## src/logic/program_jog_defs.svh

```systemverilog
// Constants for the program jog sequencer
`ifndef PROGRAM_JOG_DEFS_SVH
`define PROGRAM_JOG_DEFS_SVH
`define JOG_CLK_HZ 25000000
`define JOG_MS_CYCLES (`JOG_CLK_HZ / 1000)
`define JOG_END_MS 1000
`define JOG_HOLD_MS 1000
`define JOG_PAT_MAX 3'h5
`define JOG_PAT_DEF 3'h0
`define JOG_DIST_DEF 31'h00008000
`define JOG_DIST_MAX 31'h40000000
`define JOG_SPEED_DEF 14'h0032
`define JOG_SPEED_MAX 14'h2710
`define JOG_RAMP_DEF 14'h0064
`define JOG_RAMP_MIN 14'h0002
`define JOG_RAMP_MAX 14'h2710
`define JOG_WAIT_DEF 14'h0064
`define JOG_WAIT_MAX 14'h2710
`endif

```

## src/logic/program_jog_pkg.sv

```systemverilog
// Types for the program jog sequencer
package program_jog_pkg;
    typedef enum logic [2:0] {
        ST_IDLE,
        ST_READY,
        ST_WAIT,
        ST_MOVE,
        ST_END
    } jog_state_t;
endpackage

```

## src/logic/program_jog_sequencer.sv

```systemverilog
// Program jog sequencer core
`timescale 1ns/1ps
`default_nettype none
`include "program_jog_defs.svh"

// Overview of operation
// - Pattern 0..5, default 0, applies live
// - Patterns 0/1: wait then one-way move
// - Pattern 2: forward cycles, then reverse cycles
// - Pattern 3: reverse cycles, then forward cycles
// - Pattern 4: wait, forward, wait, reverse
// - Pattern 5: wait, reverse, wait, forward
// - Distance 1..2^30, default 32768, live
// - Speed 1..10000 mm/s, default 50
// - Ramp 2..10000 ms, default 100
// - Wait 0..10000 ms, default 100
// - Count zero endless for patterns 0,1,4,5
// - Endless keeps the selected pattern
// - Patterns 2,3 never endless
// - Servo toggle key ends endless run
// - Run only when servo ready
// - Overtravel blocks motion that direction
// - Absolute encoder forces sensor on
// - Direction select flips forward sense
// - Start key held one second, then wait
// - Servo off mid-move gives base block
// - End status one second, then run
// - Write protect or servo on: no-op
module program_jog_sequencer #(
    parameter int MS_CYCLES = `JOG_MS_CYCLES,
    parameter int HOLD_MS = `JOG_HOLD_MS,
    parameter int END_MS = `JOG_END_MS
) (
    input wire logic core_clk,
    input wire logic rstn,
    input wire logic enterFunction,
    input wire logic writeProtect,
    input wire logic servoReady,
    input wire logic servoToggleKey,
    input wire logic fwdStartKey,
    input wire logic revStartKey,
    input wire logic fwdOvertravel,
    input wire logic revOvertravel,
    input wire logic absEncoder,
    input wire logic sensorOnInput,
    input wire logic directionSelect,
    input wire logic moveDone,
    input wire logic [2:0] jogPatternSelect,
    input wire logic [30:0] jogMoveDistance,
    input wire logic [13:0] jogMoveSpeed,
    input wire logic [13:0] jogRampTime,
    input wire logic [13:0] jogWaitTime,
    input wire logic [15:0] jogRepeatCount,
    output logic servoOn,
    output logic moveStart,
    output logic moveDirUp,
    output logic [30:0] moveDistance,
    output logic [13:0] moveSpeed,
    output logic [13:0] moveRamp,
    output logic moveStop,
    output logic sensorOnOut,
    output logic functionActive,
    output logic noOpStatus,
    output logic endStatus,
    output logic runStatus,
    output logic [15:0] repeatDone
);
    if (MS_CYCLES < 1 || MS_CYCLES > 33554432 || HOLD_MS < 1 ||
        HOLD_MS > 1024 || END_MS < 1 || END_MS > 1024)
    begin : badTiming
        $error("Timing parameters out of range");
    end
    logic [1:0] rstSync;
    always_ff @(posedge core_clk or negedge rstn)
    begin
        if (!rstn)
            rstSync <= '0;
        else
            rstSync <= {rstSync[0], 1'b1};
    end
    wire logic rstnInt = rstSync[1];

    // Two-flop synchronisers for pins, then key edge
    localparam int NSYNC = 11;
    logic [NSYNC-1:0] pinRaw, pinMeta, pinSync;
    logic sEnter, sProtect, sReady, sToggle, sFwdKey, sRevKey;
    logic sFwdOt, sRevOt, sAbs, sSen, sDirSel, toggleDly;
    assign pinRaw = {enterFunction, writeProtect, servoReady, servoToggleKey,
                     fwdStartKey, revStartKey, fwdOvertravel, revOvertravel,
                     absEncoder, sensorOnInput, directionSelect};
    assign {sEnter, sProtect, sReady, sToggle, sFwdKey, sRevKey, sFwdOt,
            sRevOt, sAbs, sSen, sDirSel} = pinSync;
    always_ff @(posedge core_clk or negedge rstnInt)
    begin
        if (!rstnInt)
        begin
            pinMeta <= '0;
            pinSync <= '0;
            toggleDly <= 1'b0;
        end
        else
        begin
            pinMeta <= pinRaw;
            pinSync <= pinMeta;
            toggleDly <= sToggle;
        end
    end
    wire logic togglePress = sToggle & ~toggleDly;

    // Millisecond tick, restarted when the end timer starts
    logic msClr;
    logic [24:0] msDiv;
    wire logic msTick = (msDiv == 25'(MS_CYCLES - 1)) && !msClr;
    always_ff @(posedge core_clk or negedge rstnInt)
    begin
        if (!rstnInt)
            msDiv <= '0;
        else if (msClr || msTick)
            msDiv <= '0;
        else
            msDiv <= msDiv + 25'h0000001;
    end

    // Pattern clamp, live value
    function automatic logic [2:0] clampPat(input logic [2:0] p);
        return (p > `JOG_PAT_MAX) ? `JOG_PAT_DEF : p;
    endfunction
    function automatic logic [13:0] clamp14(input logic [13:0] v,
                                            input logic [13:0] lo,
                                            input logic [13:0] hi);
        return (v < lo) ? lo : ((v > hi) ? hi : v);
    endfunction
    wire logic [2:0] pat = clampPat(jogPatternSelect);
    // Endless only for patterns 0,1,4,5
    wire logic endless = (jogRepeatCount == 16'h0000) &&
                         (pat != 3'h2) && (pat != 3'h3);

    // Phase 0 = first leg; phase 1 = second leg
    function automatic logic legForward(input logic [2:0] p,
                                        input logic ph);
        unique case (p)
            3'h0: legForward = 1'b1;
            3'h1: legForward = 1'b0;
            3'h2: legForward = ~ph;
            3'h3: legForward = ph;
            3'h4: legForward = ~ph;
            default: legForward = ph;
        endcase
    endfunction
    program_jog_pkg::jog_state_t state;
    logic phase;
    logic [15:0] cycleCnt;
    logic [13:0] waitCnt;
    logic [9:0] holdCnt;
    logic [9:0] endCnt;
    wire logic firstFwd = legForward(pat, 1'b0);
    wire logic curFwd = legForward(pat, phase);
    wire logic lastCycle = !endless && (cycleCnt + 16'h0001 >= jogRepeatCount);
    wire logic twoLeg = (pat == 3'h4) || (pat == 3'h5);
    wire logic seqPat = (pat == 3'h2) || (pat == 3'h3);
    wire logic startKey = firstFwd ? sFwdKey : sRevKey;
    wire logic otBlock = curFwd ? sFwdOt : sRevOt;
    wire logic servoLost = !sReady || !sEnter;
    always_ff @(posedge core_clk or negedge rstnInt)
    begin
        if (!rstnInt)
        begin
            state <= program_jog_pkg::ST_IDLE;
            servoOn <= 1'b0;
            functionActive <= 1'b0;
            noOpStatus <= 1'b0;
            phase <= 1'b0;
            cycleCnt <= '0;
            waitCnt <= '0;
            holdCnt <= '0;
            endCnt <= '0;
            moveStart <= 1'b0;
            moveStop <= 1'b0;
            endStatus <= 1'b0;
            msClr <= 1'b0;
        end
        else
        begin
            moveStart <= 1'b0;
            moveStop <= 1'b0;
            msClr <= 1'b0;
            unique case (state)
                program_jog_pkg::ST_IDLE:
                begin
                    servoOn <= 1'b0;
                    functionActive <= 1'b0;
                    endStatus <= 1'b0;
                    noOpStatus <= sEnter && (sProtect || servoOn);
                    if (sEnter && !sProtect && !servoOn)
                    begin
                        functionActive <= 1'b1;
                        state <= program_jog_pkg::ST_READY;
                    end
                end
                program_jog_pkg::ST_READY:
                begin
                    noOpStatus <= 1'b0;
                    endStatus <= 1'b0;
                    if (!sEnter)
                    begin
                        servoOn <= 1'b0;
                        state <= program_jog_pkg::ST_IDLE;
                    end
                    else if (togglePress)
                        servoOn <= !servoOn && sReady;
                    if (servoOn && sEnter && startKey && !togglePress)
                    begin
                        if (msTick && holdCnt == 10'(HOLD_MS - 1))
                        begin
                            holdCnt <= '0;
                            phase <= 1'b0;
                            cycleCnt <= '0;
                            waitCnt <= '0;
                            state <= program_jog_pkg::ST_WAIT;
                        end
                        else if (msTick)
                            holdCnt <= holdCnt + 10'h001;
                    end
                    else
                        holdCnt <= '0;
                end
                program_jog_pkg::ST_WAIT:
                begin
                    if (togglePress || servoLost)
                    begin
                        servoOn <= 1'b0;
                        state <= program_jog_pkg::ST_READY;
                    end
                    else if (waitCnt >= clamp14(jogWaitTime, 14'h0000,
                                                `JOG_WAIT_MAX))
                    begin
                        if (!otBlock)
                        begin
                            moveStart <= 1'b1;
                            state <= program_jog_pkg::ST_MOVE;
                        end
                    end
                    else if (msTick)
                        waitCnt <= waitCnt + 14'h0001;
                end
                program_jog_pkg::ST_MOVE:
                begin
                    waitCnt <= '0;
                    if (togglePress || servoLost)
                    begin
                        servoOn <= 1'b0;
                        moveStop <= 1'b1;
                        state <= program_jog_pkg::ST_READY;
                    end
                    else if (otBlock)
                    begin
                        moveStop <= 1'b1;
                        state <= program_jog_pkg::ST_WAIT;
                    end
                    else if (moveDone)
                    begin
                        if (twoLeg && !phase)
                        begin
                            phase <= 1'b1;
                            state <= program_jog_pkg::ST_WAIT;
                        end
                        else if (lastCycle && (!seqPat || phase))
                        begin
                            cycleCnt <= cycleCnt + 16'h0001;
                            endCnt <= '0;
                            msClr <= 1'b1;
                            endStatus <= 1'b1;
                            state <= program_jog_pkg::ST_END;
                        end
                        else if (lastCycle && seqPat)
                        begin
                            cycleCnt <= '0;
                            phase <= 1'b1;
                            state <= program_jog_pkg::ST_WAIT;
                        end
                        else
                        begin
                            cycleCnt <= cycleCnt + 16'h0001;
                            if (twoLeg)
                                phase <= 1'b0;
                            state <= program_jog_pkg::ST_WAIT;
                        end
                    end
                end
                program_jog_pkg::ST_END:
                begin
                    if (togglePress || servoLost)
                    begin
                        servoOn <= 1'b0;
                        endStatus <= 1'b0;
                        state <= program_jog_pkg::ST_READY;
                    end
                    else if (msTick && endCnt == 10'(END_MS - 1))
                    begin
                        endStatus <= 1'b0;
                        state <= program_jog_pkg::ST_READY;
                    end
                    else if (msTick)
                        endCnt <= endCnt + 10'h001;
                end
            endcase
        end
    end
    // Move command outputs
    always_ff @(posedge core_clk or negedge rstnInt)
    begin
        if (!rstnInt)
        begin
            moveDirUp <= 1'b1;
            moveDistance <= `JOG_DIST_DEF;
            moveSpeed <= `JOG_SPEED_DEF;
            moveRamp <= `JOG_RAMP_DEF;
            sensorOnOut <= 1'b0;
            runStatus <= 1'b0;
            repeatDone <= '0;
        end
        else
        begin
            moveDirUp <= curFwd ~^ sDirSel;
            moveDistance <= (jogMoveDistance == 31'h00000000) ? 31'h00000001 :
                ((jogMoveDistance > `JOG_DIST_MAX) ? `JOG_DIST_MAX
                 : jogMoveDistance);
            moveSpeed <= clamp14(jogMoveSpeed, 14'h0001,
                                 `JOG_SPEED_MAX);
            moveRamp <= clamp14(jogRampTime, `JOG_RAMP_MIN,
                                `JOG_RAMP_MAX);
            sensorOnOut <= functionActive && (sAbs || sSen);
            runStatus <= servoOn && !endStatus;
            repeatDone <= cycleCnt;
        end
    end
endmodule
`default_nettype wire

```

## config.mk

```make
export PLATFORM = sky130hd
export DESIGN_NAME = program_jog_sequencer
export DESIGN_NICKNAME = d
export VERILOG_FILES = /design/src/logic/program_jog_pkg.sv /design/src/logic/program_jog_sequencer.sv
export VERILOG_INCLUDE_DIRS = /design/src /design/src/logic
export SDC_FILE = /design/constraint.sdc
export NUM_CORES = 1
export LEC_CHECK = 0
export ABC_AREA = 1
export BUFFER_PORTS_ARGS = -buffer_cell sky130_fd_sc_hd__buf_2
export CAP_MARGIN = 20
export CORE_UTILIZATION = 45
export DETAILED_ROUTE_END_ITERATION = 6
export GPL_ROUTABILITY_DRIVEN = 0
export PLACE_DENSITY = 0.72
export SETUP_SLACK_MARGIN = 0.3
export SYNTH_ARGS = -nofsm -noshare
export SYNTH_HDL_FRONTEND = slang
export SYNTH_SLANG_ARGS = --single-unit
```

## constraint.sdc

```tcl
create_clock -name core_clk -period 6.3 [get_ports core_clk]
set_input_delay 0.315 -clock core_clk [delete_from_list [all_inputs] [get_ports core_clk]]
set_output_delay 0.315 -clock core_clk [all_outputs]
set_load 0.02 [all_outputs]
```

==> results.cfg, run 1 <==
[placed_design]
port_buffers = 189
preCtsSetupSlack_ps = 2821
postPlaceCellArea_um2 = 10650
dp_hpwl_mm = 16.41

[layout]
synthToLayoutAreaGrowth_pct = 21.06
fin_area_um2 = 11410
drive_above_1_share_pct = 19.23
n_antenna_cell = 0
nets = 1501
most-common-layout-cells = 252 x nand2_1, 189 x buf_2, 180 x dfrtp_1, 169 x nor2_1, 167 x inv_1
utilization_pct = 56.04
final_common_cell = nand2_1

[global_route]
grt_usage_pct = 20.80
grt_pass1_wl_mm = 35.90
antenna_found_initial = 0
grt_pass1_vias = 7596
grt_max_degree = 80
gr-total-overflow = 0

[critical_path]
critPathCaptureType = register
r2r_start = cycleCnt[0]$_DFFE_PN0P_
critical_path.slowest_cell = dfrtp_1
rr_worst_depth = 21
worstSetupStartpointType = register
worstPathArrival_ps = 3880
r2r_end = endCnt[9]$_DFFE_PN0P_
cp_slowest_stage_delay_ps = 410
crit_fanout = 12
crit_required_ps = 6610
crit_chain = inv_1 > nor2_1 > nand2_1 > nor2_1 > nand2_1 > nor2_1 > inv_1 > nor2_1 > nand3_1 > xor2_1 > clkinv_1 > ha_1 > nand4_1 > nor3_1 > nand2_1 > nand2_1 > nand3_1 > nand2_1 > nand2_1 > nand2_1 > nand2_1
worstSetupPathType = reg2reg
r2r_slack_ps = 2730
cpMostUsedCell = nand2_1

[floorplanning]
dieArea_um2 = 21530
die_h_um = 146.7
die_x_um = 146.7
initial_core_util_pct = 46.29
rows = 52
pin_count = 190
fp.coreArea_um2 = 20360

[worst_hold_path]
hold_path.class = in2reg
hold_start = jogMoveDistance[30]
hold_depth = 1
holdPathEnd = moveDistance[30]$_DFF_PN0_

[cts]
clock_sink_count = 189
clock_path_buffers = 2
clock_latency_ps = 430
htreeDepth = 4
cts_made_buffers = 17
cts.clk_slew.worst_paths_ps = 80
cts_setup_buffers = 0
cts_tree = yes
root_buffer = clkbuf_16

[status]
status = completed

[yosys]
synth_area_per_cell_um2 = 8.176
syn-num-nets = 1294
synthCells = 1153
yosysTopAreaCell = dfrtp_1
ys_warn_count = 0
synth.distinct_cells = 50
yosysTopAreaCellShare_pct = 48.05
synth-seq-cells = 189
syn_area_um2 = 9427
ys_seq_area_share_pct = 50.28
synth.area.top_cells = dfrtp_1 48%, nand2_1 10%, nor2_1 6.7%, inv_1 6.6%, ha_1 4.6%

[sta]
setup_violations = 0
period_minus_slack_ps = 3565
finalWorstSetupSlack_ps = 2735
slew_headroom_pct = 43.07
fin_tns_setup_ps = 0
fin_crit_sh_pct = 56.59
report.final.slew_viol_count = 0
skew_ps = 12.17
finalHoldViolCount = 0
worstMarginPinSlew_ps = 853.9
rsz0062_at_grt = false
max_freq_mhz = 280.5

[routing]
ant_nets = 0
via_per_inst = 4.909
firstDrtPassIters = 5
drcViolationCount = 0
drt_wl_total_mm = 21.58
vias = 8066
drtIter0Drc = 468
avgRoutedWirePerCell_um = 13.13

[pwr]
powerDensity_nw_per_um2 = 240.3
p_leak_nw = 6.238
ir_drop_mv = 0.2061

[job]
drv_cap = 0
cell usage after synthesis, drive strengths merged:
library cell	count
nand2	254
dfrtp	181
inv	177
nor2	173
nand3	82
o21ai	42
ha	35
a21oi	32
nand4	30
nor3	27
xor2	27
nor4	17
clkbuf	10
buf	9
or2	9
dfstp	8
o21a	7
xnor2	7
o31ai	4
nand3b	3
a41oi	2
clkinv	2
o41ai	2
a21boi	1
a21o	1
a221oi	1
a31oi	1
and2	1
and3	1
conb	1
mux2i	1
nor3b	1
o2111ai	1
o211ai	1
or3	1
or4	1
repair_timing:
action | in CTS | in global routing
hold buffers | 11 | 2
endpoints found under the hold margin | 12 | 2
gates resized for setup | 0 | 0
state kept, by name (all words and copies together), names as in the netlist, 11 cells and up:
register      cells
moveSpeed        14
waitCnt          14
moveRamp         14
cycleCnt         16
moveDistance     31
pinSync          11
pinMeta          11
msDiv            25
repeatDone       16
logic make-up (layout without fill, tap and decap cells):
| kind of cell | Yosys count | after routing | synth area share, % |
|---|---|---|---|
| and+or+nand+nor | 600 | 600 | 27.83 |
| muxes | 1 | 1 | 0.1062 |
| other | 1 | 1 | 0.03978 |
| buffers and inverters | 198 | 418 | 8.150 |
| DFF | 189 | 189 | 50.28 |
| xor gates and xnor gates | 34 | 34 | 3.159 |
| AOI/OAI and AO/OA | 95 | 95 | 5.787 |
| adders and majority gates | 35 | 35 | 4.646 |
per-layer routing:
layer / part of all wire (%) / wire [um] / GRT usage [%]
met5: 0 / 0 / 0
met3: 6.0 / 1298 / 5.124
met2: 48 / 10300 / 34.67
met4: 1.3 / 274 / 6.042
met1: 45 / 9710 / 26.82
area by class of cell:
type | count | area (um^2)
clock inverter | 14 | 167.7
timing repair buffer | 207 | 1134
sequential | 189 | 4743
fill | 1834 | 8952
clock buffer | 18 | 429.2
inverter | 179 | 674.4
multi-input combinational | 766 | 3926
tap | 270 | 337.8
power by group:
part	switching, mW	internal (mW)
combinational	0.249	0.118
clock	0.507	0.569
sequential	0.0328	1.27
total	0.788	1.95
worst max-delay path, delay by kind of cell (launching register included):
family        cells  cell delay, ps
simple gates     16            2280
xor+xnor          1             170
flops             1             410
fa+ha+maj         1             320
buf+inv           3             260
how the worst max path moves through the flow:
stage	startpoint	endpoint	slack, ps	cells past startpoint
after CTS	cycleCnt[0]$_DFFE_PN0P_	endCnt[9]$_DFFE_PN0P_	2760	21
after global placement	cycleCnt[0]$_DFFE_PN0P_	endCnt[8]$_DFFE_PN0P_	2970	19
after detailed placement	cycleCnt[0]$_DFFE_PN0P_	endCnt[9]$_DFFE_PN0P_	2820	21
after global routing	cycleCnt[0]$_DFFE_PN0P_	endCnt[8]$_DFFE_PN0P_	2290	21
after floorplan	rstSync[1]$_DFF_PN0_	cycleCnt[0]$_DFFE_PN0P_	660	0
final	cycleCnt[0]$_DFFE_PN0P_	endCnt[9]$_DFFE_PN0P_	2730	21
per-stage QoR:
stage	hold WS (ps)	cells	power, mW
2_1_floorplan	19.41	1153	1.552
3_3_place_gp	100.5	1596	1.674
3_5_place_dp	106.1	1596	1.683
4_1_cts	0.03425	1639	2.765
5_1_grt	7.444	1643	2.867
6_report	38.49	1643	2.742
Note: power is estimated with default switching activity, not from simulation.
==> run 2: changes to the inputs <==
--- a/config.mk
+++ b/config.mk
@@ -12,7 +12,7 @@
 export CORE_UTILIZATION = 45
 export DETAILED_ROUTE_END_ITERATION = 6
 export GPL_ROUTABILITY_DRIVEN = 0
-export PLACE_DENSITY = 0.72
+export PLACE_DENSITY = 0.75
 export SETUP_SLACK_MARGIN = 0.3
 export SYNTH_ARGS = -nofsm -noshare
 export SYNTH_HDL_FRONTEND = slang
==> constraint.sdc (replaced) <==
create_clock -name core_clk -period 3.1 [get_ports core_clk]
set_input_delay 0.155 -clock core_clk [delete_from_list [all_inputs] [get_ports core_clk]]
set_output_delay 0.155 -clock core_clk [all_outputs]
set_load 0.02 [all_outputs]
==> results.cfg, run 2 (same netlist as run 1, synthesis figures left out) <==
[status]
status = completed

[floorplanning]
die_h_um = 146.7
initial_core_util_pct = 46.29
pin_count = 190
die_x_um = 146.7
rows = 52
fp.coreArea_um2 = 20360
dieArea_um2 = 21530

[placed_design]
port_buffers = 189
dp_hpwl_mm = 16.67

[sta]
period_minus_slack_ps = 3063
fin_crit_sh_pct = 98.80
worstMarginPinSlew_ps = 717.9
setup_violations = 0
fin_tns_setup_ps = 0
slew_headroom_pct = 51.70
rsz0062_at_grt = true
skew_ps = 9.672
report.final.slew_viol_count = 0
finalHoldViolCount = 0
max_freq_mhz = 326.5
holdWs_ps = 43.50

[cts]
cts_tree = yes
clock_latency_ps = 430
clock_sink_count = 189
root_buffer = clkbuf_16
clock_path_buffers = 2
cts_made_buffers = 17
htreeDepth = 4
cts.clk_slew.worst_paths_ps = 70

[critical_path]
critPathCaptureType = register
cp-startpoint = cycleCnt[1]$_DFFE_PN0P_
r2r_start = cycleCnt[1]$_DFFE_PN0P_
crit_fanout = 8
worstPathArrival_ps = 3430
worstSetupPathType = reg2reg
crit_required_ps = 3460
worstSetupStartpointType = register

[layout]
synthToLayoutAreaGrowth_pct = 33.82
most-common-layout-cells = 229 x nand2_1, 189 x buf_2, 178 x dfrtp_1, 164 x inv_1, 159 x nor2_1
regMostFlops = moveDistance
top_regs = moveDistance: 31 flops, msDiv: 25 flops
largest_reg_flops = 31
n_antenna_cell = 0
drive_above_1_share_pct = 25.09
fillers = 1569
nets = 1591
final_common_cell = nand2_1

[pwr]
sequentialPowerShare_pct = 46.6
switching_share_pct = 28.80
p_leak_nw = 6.753
totalPowerFinal_mw = 5.660
net-switching-power_mw = 1.630
clkPwrFrac_pct = 38.6
powerDensity_nw_per_um2 = 448.7
ir_drop_mv = 0.3913
p_int_mw = 4.030
p_comb_share_pct = 14.8

[job]
drv_cap = 0

[global_route]
grt_max_degree = 64
grt_usage_pct = 23.80
antenna_found_initial = 0
grt_pass1_wl_mm = 41.20
grt_pass1_vias = 8785
gr-total-overflow = 0

[worst_hold_path]
hold_path.class = in2async

[routing]
wl_met2_mm = 12.18
via_per_inst = 5.070
top_layer = met4
route.layer.met1.wl_mm = 10.36
vias = 8786
drcViolationCount = 0
ant_nets = 0
drtIter0Drc = 542
drt_wl_total_mm = 25.33
firstDrtPassIters = 5
avgRoutedWirePerCell_um = 14.61
routed-wl-met3_mm = 1.991
==> run 2: repair_timing <==
item	in CTS	in global routing
setup endpoints to repair	31	45
buffers inserted	14	6
pin swaps	25	29
hold endpoints to repair	71	0
hold buffers	70	0
resized for setup	40	60
gates cloned	1	0
==> run 2: power groups by stage <==
stage	Clock [mW]	Combinational, mW	Sequential, mW
floorplan	0	0.369	2.79
global placement	0	0.726	2.68
detailed placement	0	0.742	2.68
CTS	2.23	0.821	2.64
global route	2.33	0.928	2.65
finish	2.19	0.839	2.64
==> run 2: critical path: stages (launching register included) <==
cell and delay, ps:
dfrtp_1 390, nand2_1 80, nor2_2 140, nand2_1 90, nor2_2 170, nand2_2 100, nor2_4 110, inv_2 70
nor2_2 160, xor2_1 230, ha_1 290, a21oi_1 210, o21ai_2 90, a21oi_2 150, nand2_2 130, nand2_2 100
nor2_4 40, nor2_4 140, buf_8 170, nand2_2 50, nand2_1 80
==> run 2: path summary, 6_finish.rpt <==
| check | end | slack [ps] | cells after the start |
|---|---|---|---|
| max reg2reg | cycleCnt[2]$_DFFE_PN0P_ | 40 | 20 |
| max | cycleCnt[2]$_DFFE_PN0P_ | 40 | 20 |
| min reg2reg | moveRamp[10]$_DFF_PN0_ | 270 | 0 |
| min in group core_clk | moveDistance[6]$_DFF_PN0_ | 70 | 3 |
| max in group asynchronous | moveDistance[15]$_DFF_PN1_ | 2000 | 1 |
| min | rstSync[0]$_DFF_PN0_ | 40 | 2 |
==> run 2: area by class of cell <==
class	instances	area (um^2)	share of cell area, %
Tap cell	270	337.8	2.678
Clock inverter	13	145.1	1.151
Timing Repair Buffer	297	1989	15.77
Multi-Input combinational cell	766	4279	33.92
Inverter	179	674.4	5.346
Clock buffer	19	442.9	3.511
Sequential cell	189	4746	37.62
==> run 2: per-layer routing <==
| metal | global-route usage [%] | up-vias |
|---|---|---|
| li1 | - | 4279 |
| met1 | 29.09 | 4073 |
| met2 | 40.43 | 379 |
| met3 | 5.621 | 55 |
| met4 | 9.688 | 0 |
| met5 | 0 | - |
==> run 2: metrics by stage <==
step | setup WS [ps] | cell area [um^2] | cells | utilization (%)
global placement | 129.2 | 10770 | 1610 | 52.88
detailed placement | 15.22 | 10770 | 1610 | 52.88
finish | 37.26 | 12610 | 1733 | 61.94
CTS | 226.0 | 12330 | 1727 | 60.53
global route | -182.1 | 12610 | 1733 | 61.94
floorplan | 302.2 | 9432 | 1153 | -
==> run 3: changes to the inputs <==
--- a/config.mk
+++ b/config.mk
@@ -6,13 +6,12 @@
 export SDC_FILE = /design/constraint.sdc
 export NUM_CORES = 1
 export LEC_CHECK = 0
-export ABC_AREA = 1
 export BUFFER_PORTS_ARGS = -buffer_cell sky130_fd_sc_hd__buf_2
 export CAP_MARGIN = 20
 export CORE_UTILIZATION = 45
 export DETAILED_ROUTE_END_ITERATION = 6
 export GPL_ROUTABILITY_DRIVEN = 0
-export PLACE_DENSITY = 0.75
+export PLACE_DENSITY = 0.76
 export SETUP_SLACK_MARGIN = 0.3
 export SYNTH_ARGS = -nofsm -noshare
 export SYNTH_HDL_FRONTEND = slang
==> results.cfg, run 3 <==
[global_route]
use_met2_pct = 38.98
use_met3_pct = 6.662
antenna_found_initial = 1
busiest_layer = met2
grtUsageMet1_pct = 29.79
grt_pass1_wl_mm = 37.92
grt_max_degree = 50
gr-total-overflow = 0
grt_usage_pct = 23.86
grt_pass1_vias = 7861

[yosys]
ys.flop_type = dfrtp_1
synthCells = 848
ys_async_sr_fraction_pct = 100.0
ys_seq_area_share_pct = 53.59
synth_most_common_cell = dfrtp_1
syn-num-nets = 989
netlist_top_cells_count = 181 x dfrtp_1, 72 x nor2_1, 60 x nand2_1, 47 x nand3_1, 39 x and2_1
synth.area.top_cells = dfrtp_1 51%, ha_1 5.0%, nor2_1 3.1%, and2_1 2.8%, nand3_1 2.7%
yosysTopAreaCell = dfrtp_1
synth.distinct_cells = 72
yosysTopAreaCellShare_pct = 51.22
ys_warn_count = 0
synth_edf_count = 0
synth-seq-cells = 189
syn_area_um2 = 8843
synth_area_per_cell_um2 = 10.43

[sta]
worstMarginPinSlew_ps = 1050
fin_tns_setup_ps = -16340
finalHoldViolCount = 0
slew_headroom_pct = 29.43
period_minus_slack_ps = 3716
skew_ps = 11.38
finalWorstSetupSlack_ps = -615.7
rsz0062_at_grt = true
max_freq_mhz = 269.1
setup_violations = 31
fin_crit_sh_pct = 119.9
report.final.slew_viol_count = 0

[cts]
htreeDepth = 4
clock_path_buffers = 2
cts_made_buffers = 17
clock_sink_count = 189
cts.clk_slew.worst_paths_ps = 80
clock_latency_ps = 440
root_buffer = clkbuf_16
cts_tree = yes

[critical_path]
worstSetupStartpointType = register
worstSetupPathType = reg2reg
crit_family = simple AND/OR/NAND/NOR gates
r2r_end = endCnt[0]$_DFFE_PN0P_
cp_slowest_stage_delay_ps = 510
cpMostUsedCell = and3_4
worstPathArrival_ps = 4030
critical_path.slowest_cell = or4b_4
path_buf_inv = 1
crit_required_ps = 3410
crit_chain = and3_4 > and3_4 > nand2_4 > or4_4 > or2_4 > xnor2_1 > ha_1 > nand4_1 > nor3_2 > or4b_4 > buf_4 > nand3_2 > and4b_2 > nor2_1 > mux2_2
r2r_slack_ps = -620
critPathCaptureType = register
rr_worst_depth = 15
crit_fanout = 3
r2r_start = cycleCnt[1]$_DFFE_PN0P_

[floorplanning]
dieArea_um2 = 20220
pin_count = 190
fp.coreArea_um2 = 18960
initial_core_util_pct = 46.65
die_h_um = 142.2
die_x_um = 142.2
rows = 50

[routing]
avgRoutedWirePerCell_um = 15.81
vias = 7534
ant_nets = 0
firstDrtPassIters = 5
drcViolationCount = 0
drtIter0Drc = 414
via_per_inst = 5.196
drt_wl_total_mm = 22.92

[pwr]
clkPwrFrac_pct = 41.7
p_int_mw = 3.960
p_comb_share_pct = 10.4
switching_share_pct = 26.64
ir_drop_mv = 0.3641
net-switching-power_mw = 1.438
totalPowerFinal_mw = 5.397
p_leak_nw = 5.890
powerDensity_nw_per_um2 = 442.6
sequentialPowerShare_pct = 47.9

[layout]
nets = 1317
fin_area_um2 = 12190
regMostFlops = moveDistance
fillers = 1408
final_common_cell = buf_2
most-common-layout-cells = 190 x buf_2, 180 x dfrtp_1, 71 x nor2_1, 71 x dlygate4sd3_1, 63 x buf_4
drive_above_1_share_pct = 30.61
largest_reg_flops = 31
top_regs = moveDistance: 31 flops, msDiv: 25 flops
synthToLayoutAreaGrowth_pct = 37.87
utilization_pct = 64.32

[placed_design]
postPlaceCellArea_um2 = 10590
port_buffers = 189
dp_hpwl_mm = 14.93

[worst_hold_path]
hold_path.class = in2async

[status]
violations = setup timing
status = finished, violations left

[job]
drv_cap = 0
-- run 3: changes by cell type after synthesis, sizes merged, moves of 11 or more --
cell / before / now
nand2b: 0 / 23
mux2i: 1 / 12
nand2: 254 / 61
nor2b: 0 / 16
and3: 1 / 21
inv: 177 / 28
xnor2: 7 / 19
and2: 1 / 39
nor2: 173 / 72
nand3: 82 / 47
clkbuf: 10 / 21
-- run 3: cell type report --
type / count / area (um^2) / area share (%)
multi-input combinational: 607 / 4114 / 33.74
sequential: 189 / 4743 / 38.90
inverter: 28 / 105.1 / 0.8620
clock inverter: 15 / 198.9 / 1.632
tap: 260 / 325.3 / 2.668
timing repair buffer: 333 / 2278 / 18.69
clock buffer: 17 / 425.4 / 3.489
antenna: 1 / 2.502 / 0.02052
-- run 3: worst max-delay path by stage --
stage / start / endpoint / slack, ps / cells past startpoint
3_3_place_gp: cycleCnt[1]$_DFFE_PN0P_ / cycleCnt[9]$_DFFE_PN0P_ / -800 / 15
5_1_grt: cycleCnt[0]$_DFFE_PN0P_ / endCnt[0]$_DFFE_PN0P_ / -750 / 15
2_1_floorplan: cycleCnt[0]$_DFFE_PN0P_ / cycleCnt[0]$_DFFE_PN0P_ / -550 / 16
4_1_cts: cycleCnt[0]$_DFFE_PN0P_ / cycleCnt[0]$_DFFE_PN0P_ / -560 / 14
6_report: cycleCnt[1]$_DFFE_PN0P_ / endCnt[0]$_DFFE_PN0P_ / -620 / 15
3_5_place_dp: cycleCnt[0]$_DFFE_PN0P_ / cycleCnt[2]$_DFFE_PN0P_ / -910 / 14
-- run 3: timing repair --
item	in CTS	in global routing
resized for setup	15	15
hold buffers	71	0
endpoints found under the hold margin	72	0
setup endpoints to repair	35	43
setup buffers	7	1
pin swaps	11	7
gates cloned	4	1
-- run 3: stage by stage --
step / hold slack (ps) / cells / worst slack, ps
2_1_floorplan: -140.6 / 848 / -548.5
3_3_place_gp: -58.62 / 1332 / -801.7
3_5_place_dp: -55.78 / 1332 / -911.8
4_1_cts: 7.070 / 1446 / -562.7
5_1_grt: 23.29 / 1449 / -752.2
6_report: 37.79 / 1450 / -615.7
-- run 3: logic make-up after synthesis --
logic type      after synthesis  synth area share, %
compound gates              131                9.508
xor+xnor                     44                4.358
fa+ha+maj                    36                5.079
buf+inv                      54                2.462
flops                       189                53.59
mux                          15                1.740
other cells                   1              0.04240
simple gates                378                23.22
-- run 3: power groups by stage --
stage / Sequential, mW / Clock (mW) / Combinational [mW]
final: 2.59 / 2.25 / 0.563
after global routing: 2.60 / 2.39 / 0.610
after CTS: 2.59 / 2.29 / 0.547
after detailed placement: 2.63 / 0 / 0.472
after global placement: 2.63 / 0 / 0.461
after floorplan: 2.72 / 0 / 0.156
-- run 3: metal layers --
layer  routed length (um)  vias up
li1                     -     3634
met1                 9723     3607
met2                10990      252
met3                 1586       41
met4                  627        0
met5                    0        -
-- run 3: worst reg2reg max path, delay by kind of cell, from the launching register on --
kind                     cells  cell delay (ps)
adder cells (fa/ha/maj)      1              290
AND/OR/NAND/NOR             11             2370
buffers and inverters        1              160
XOR/XNOR                     1              130
flip-flops                   1              390
multiplexers                 1              270
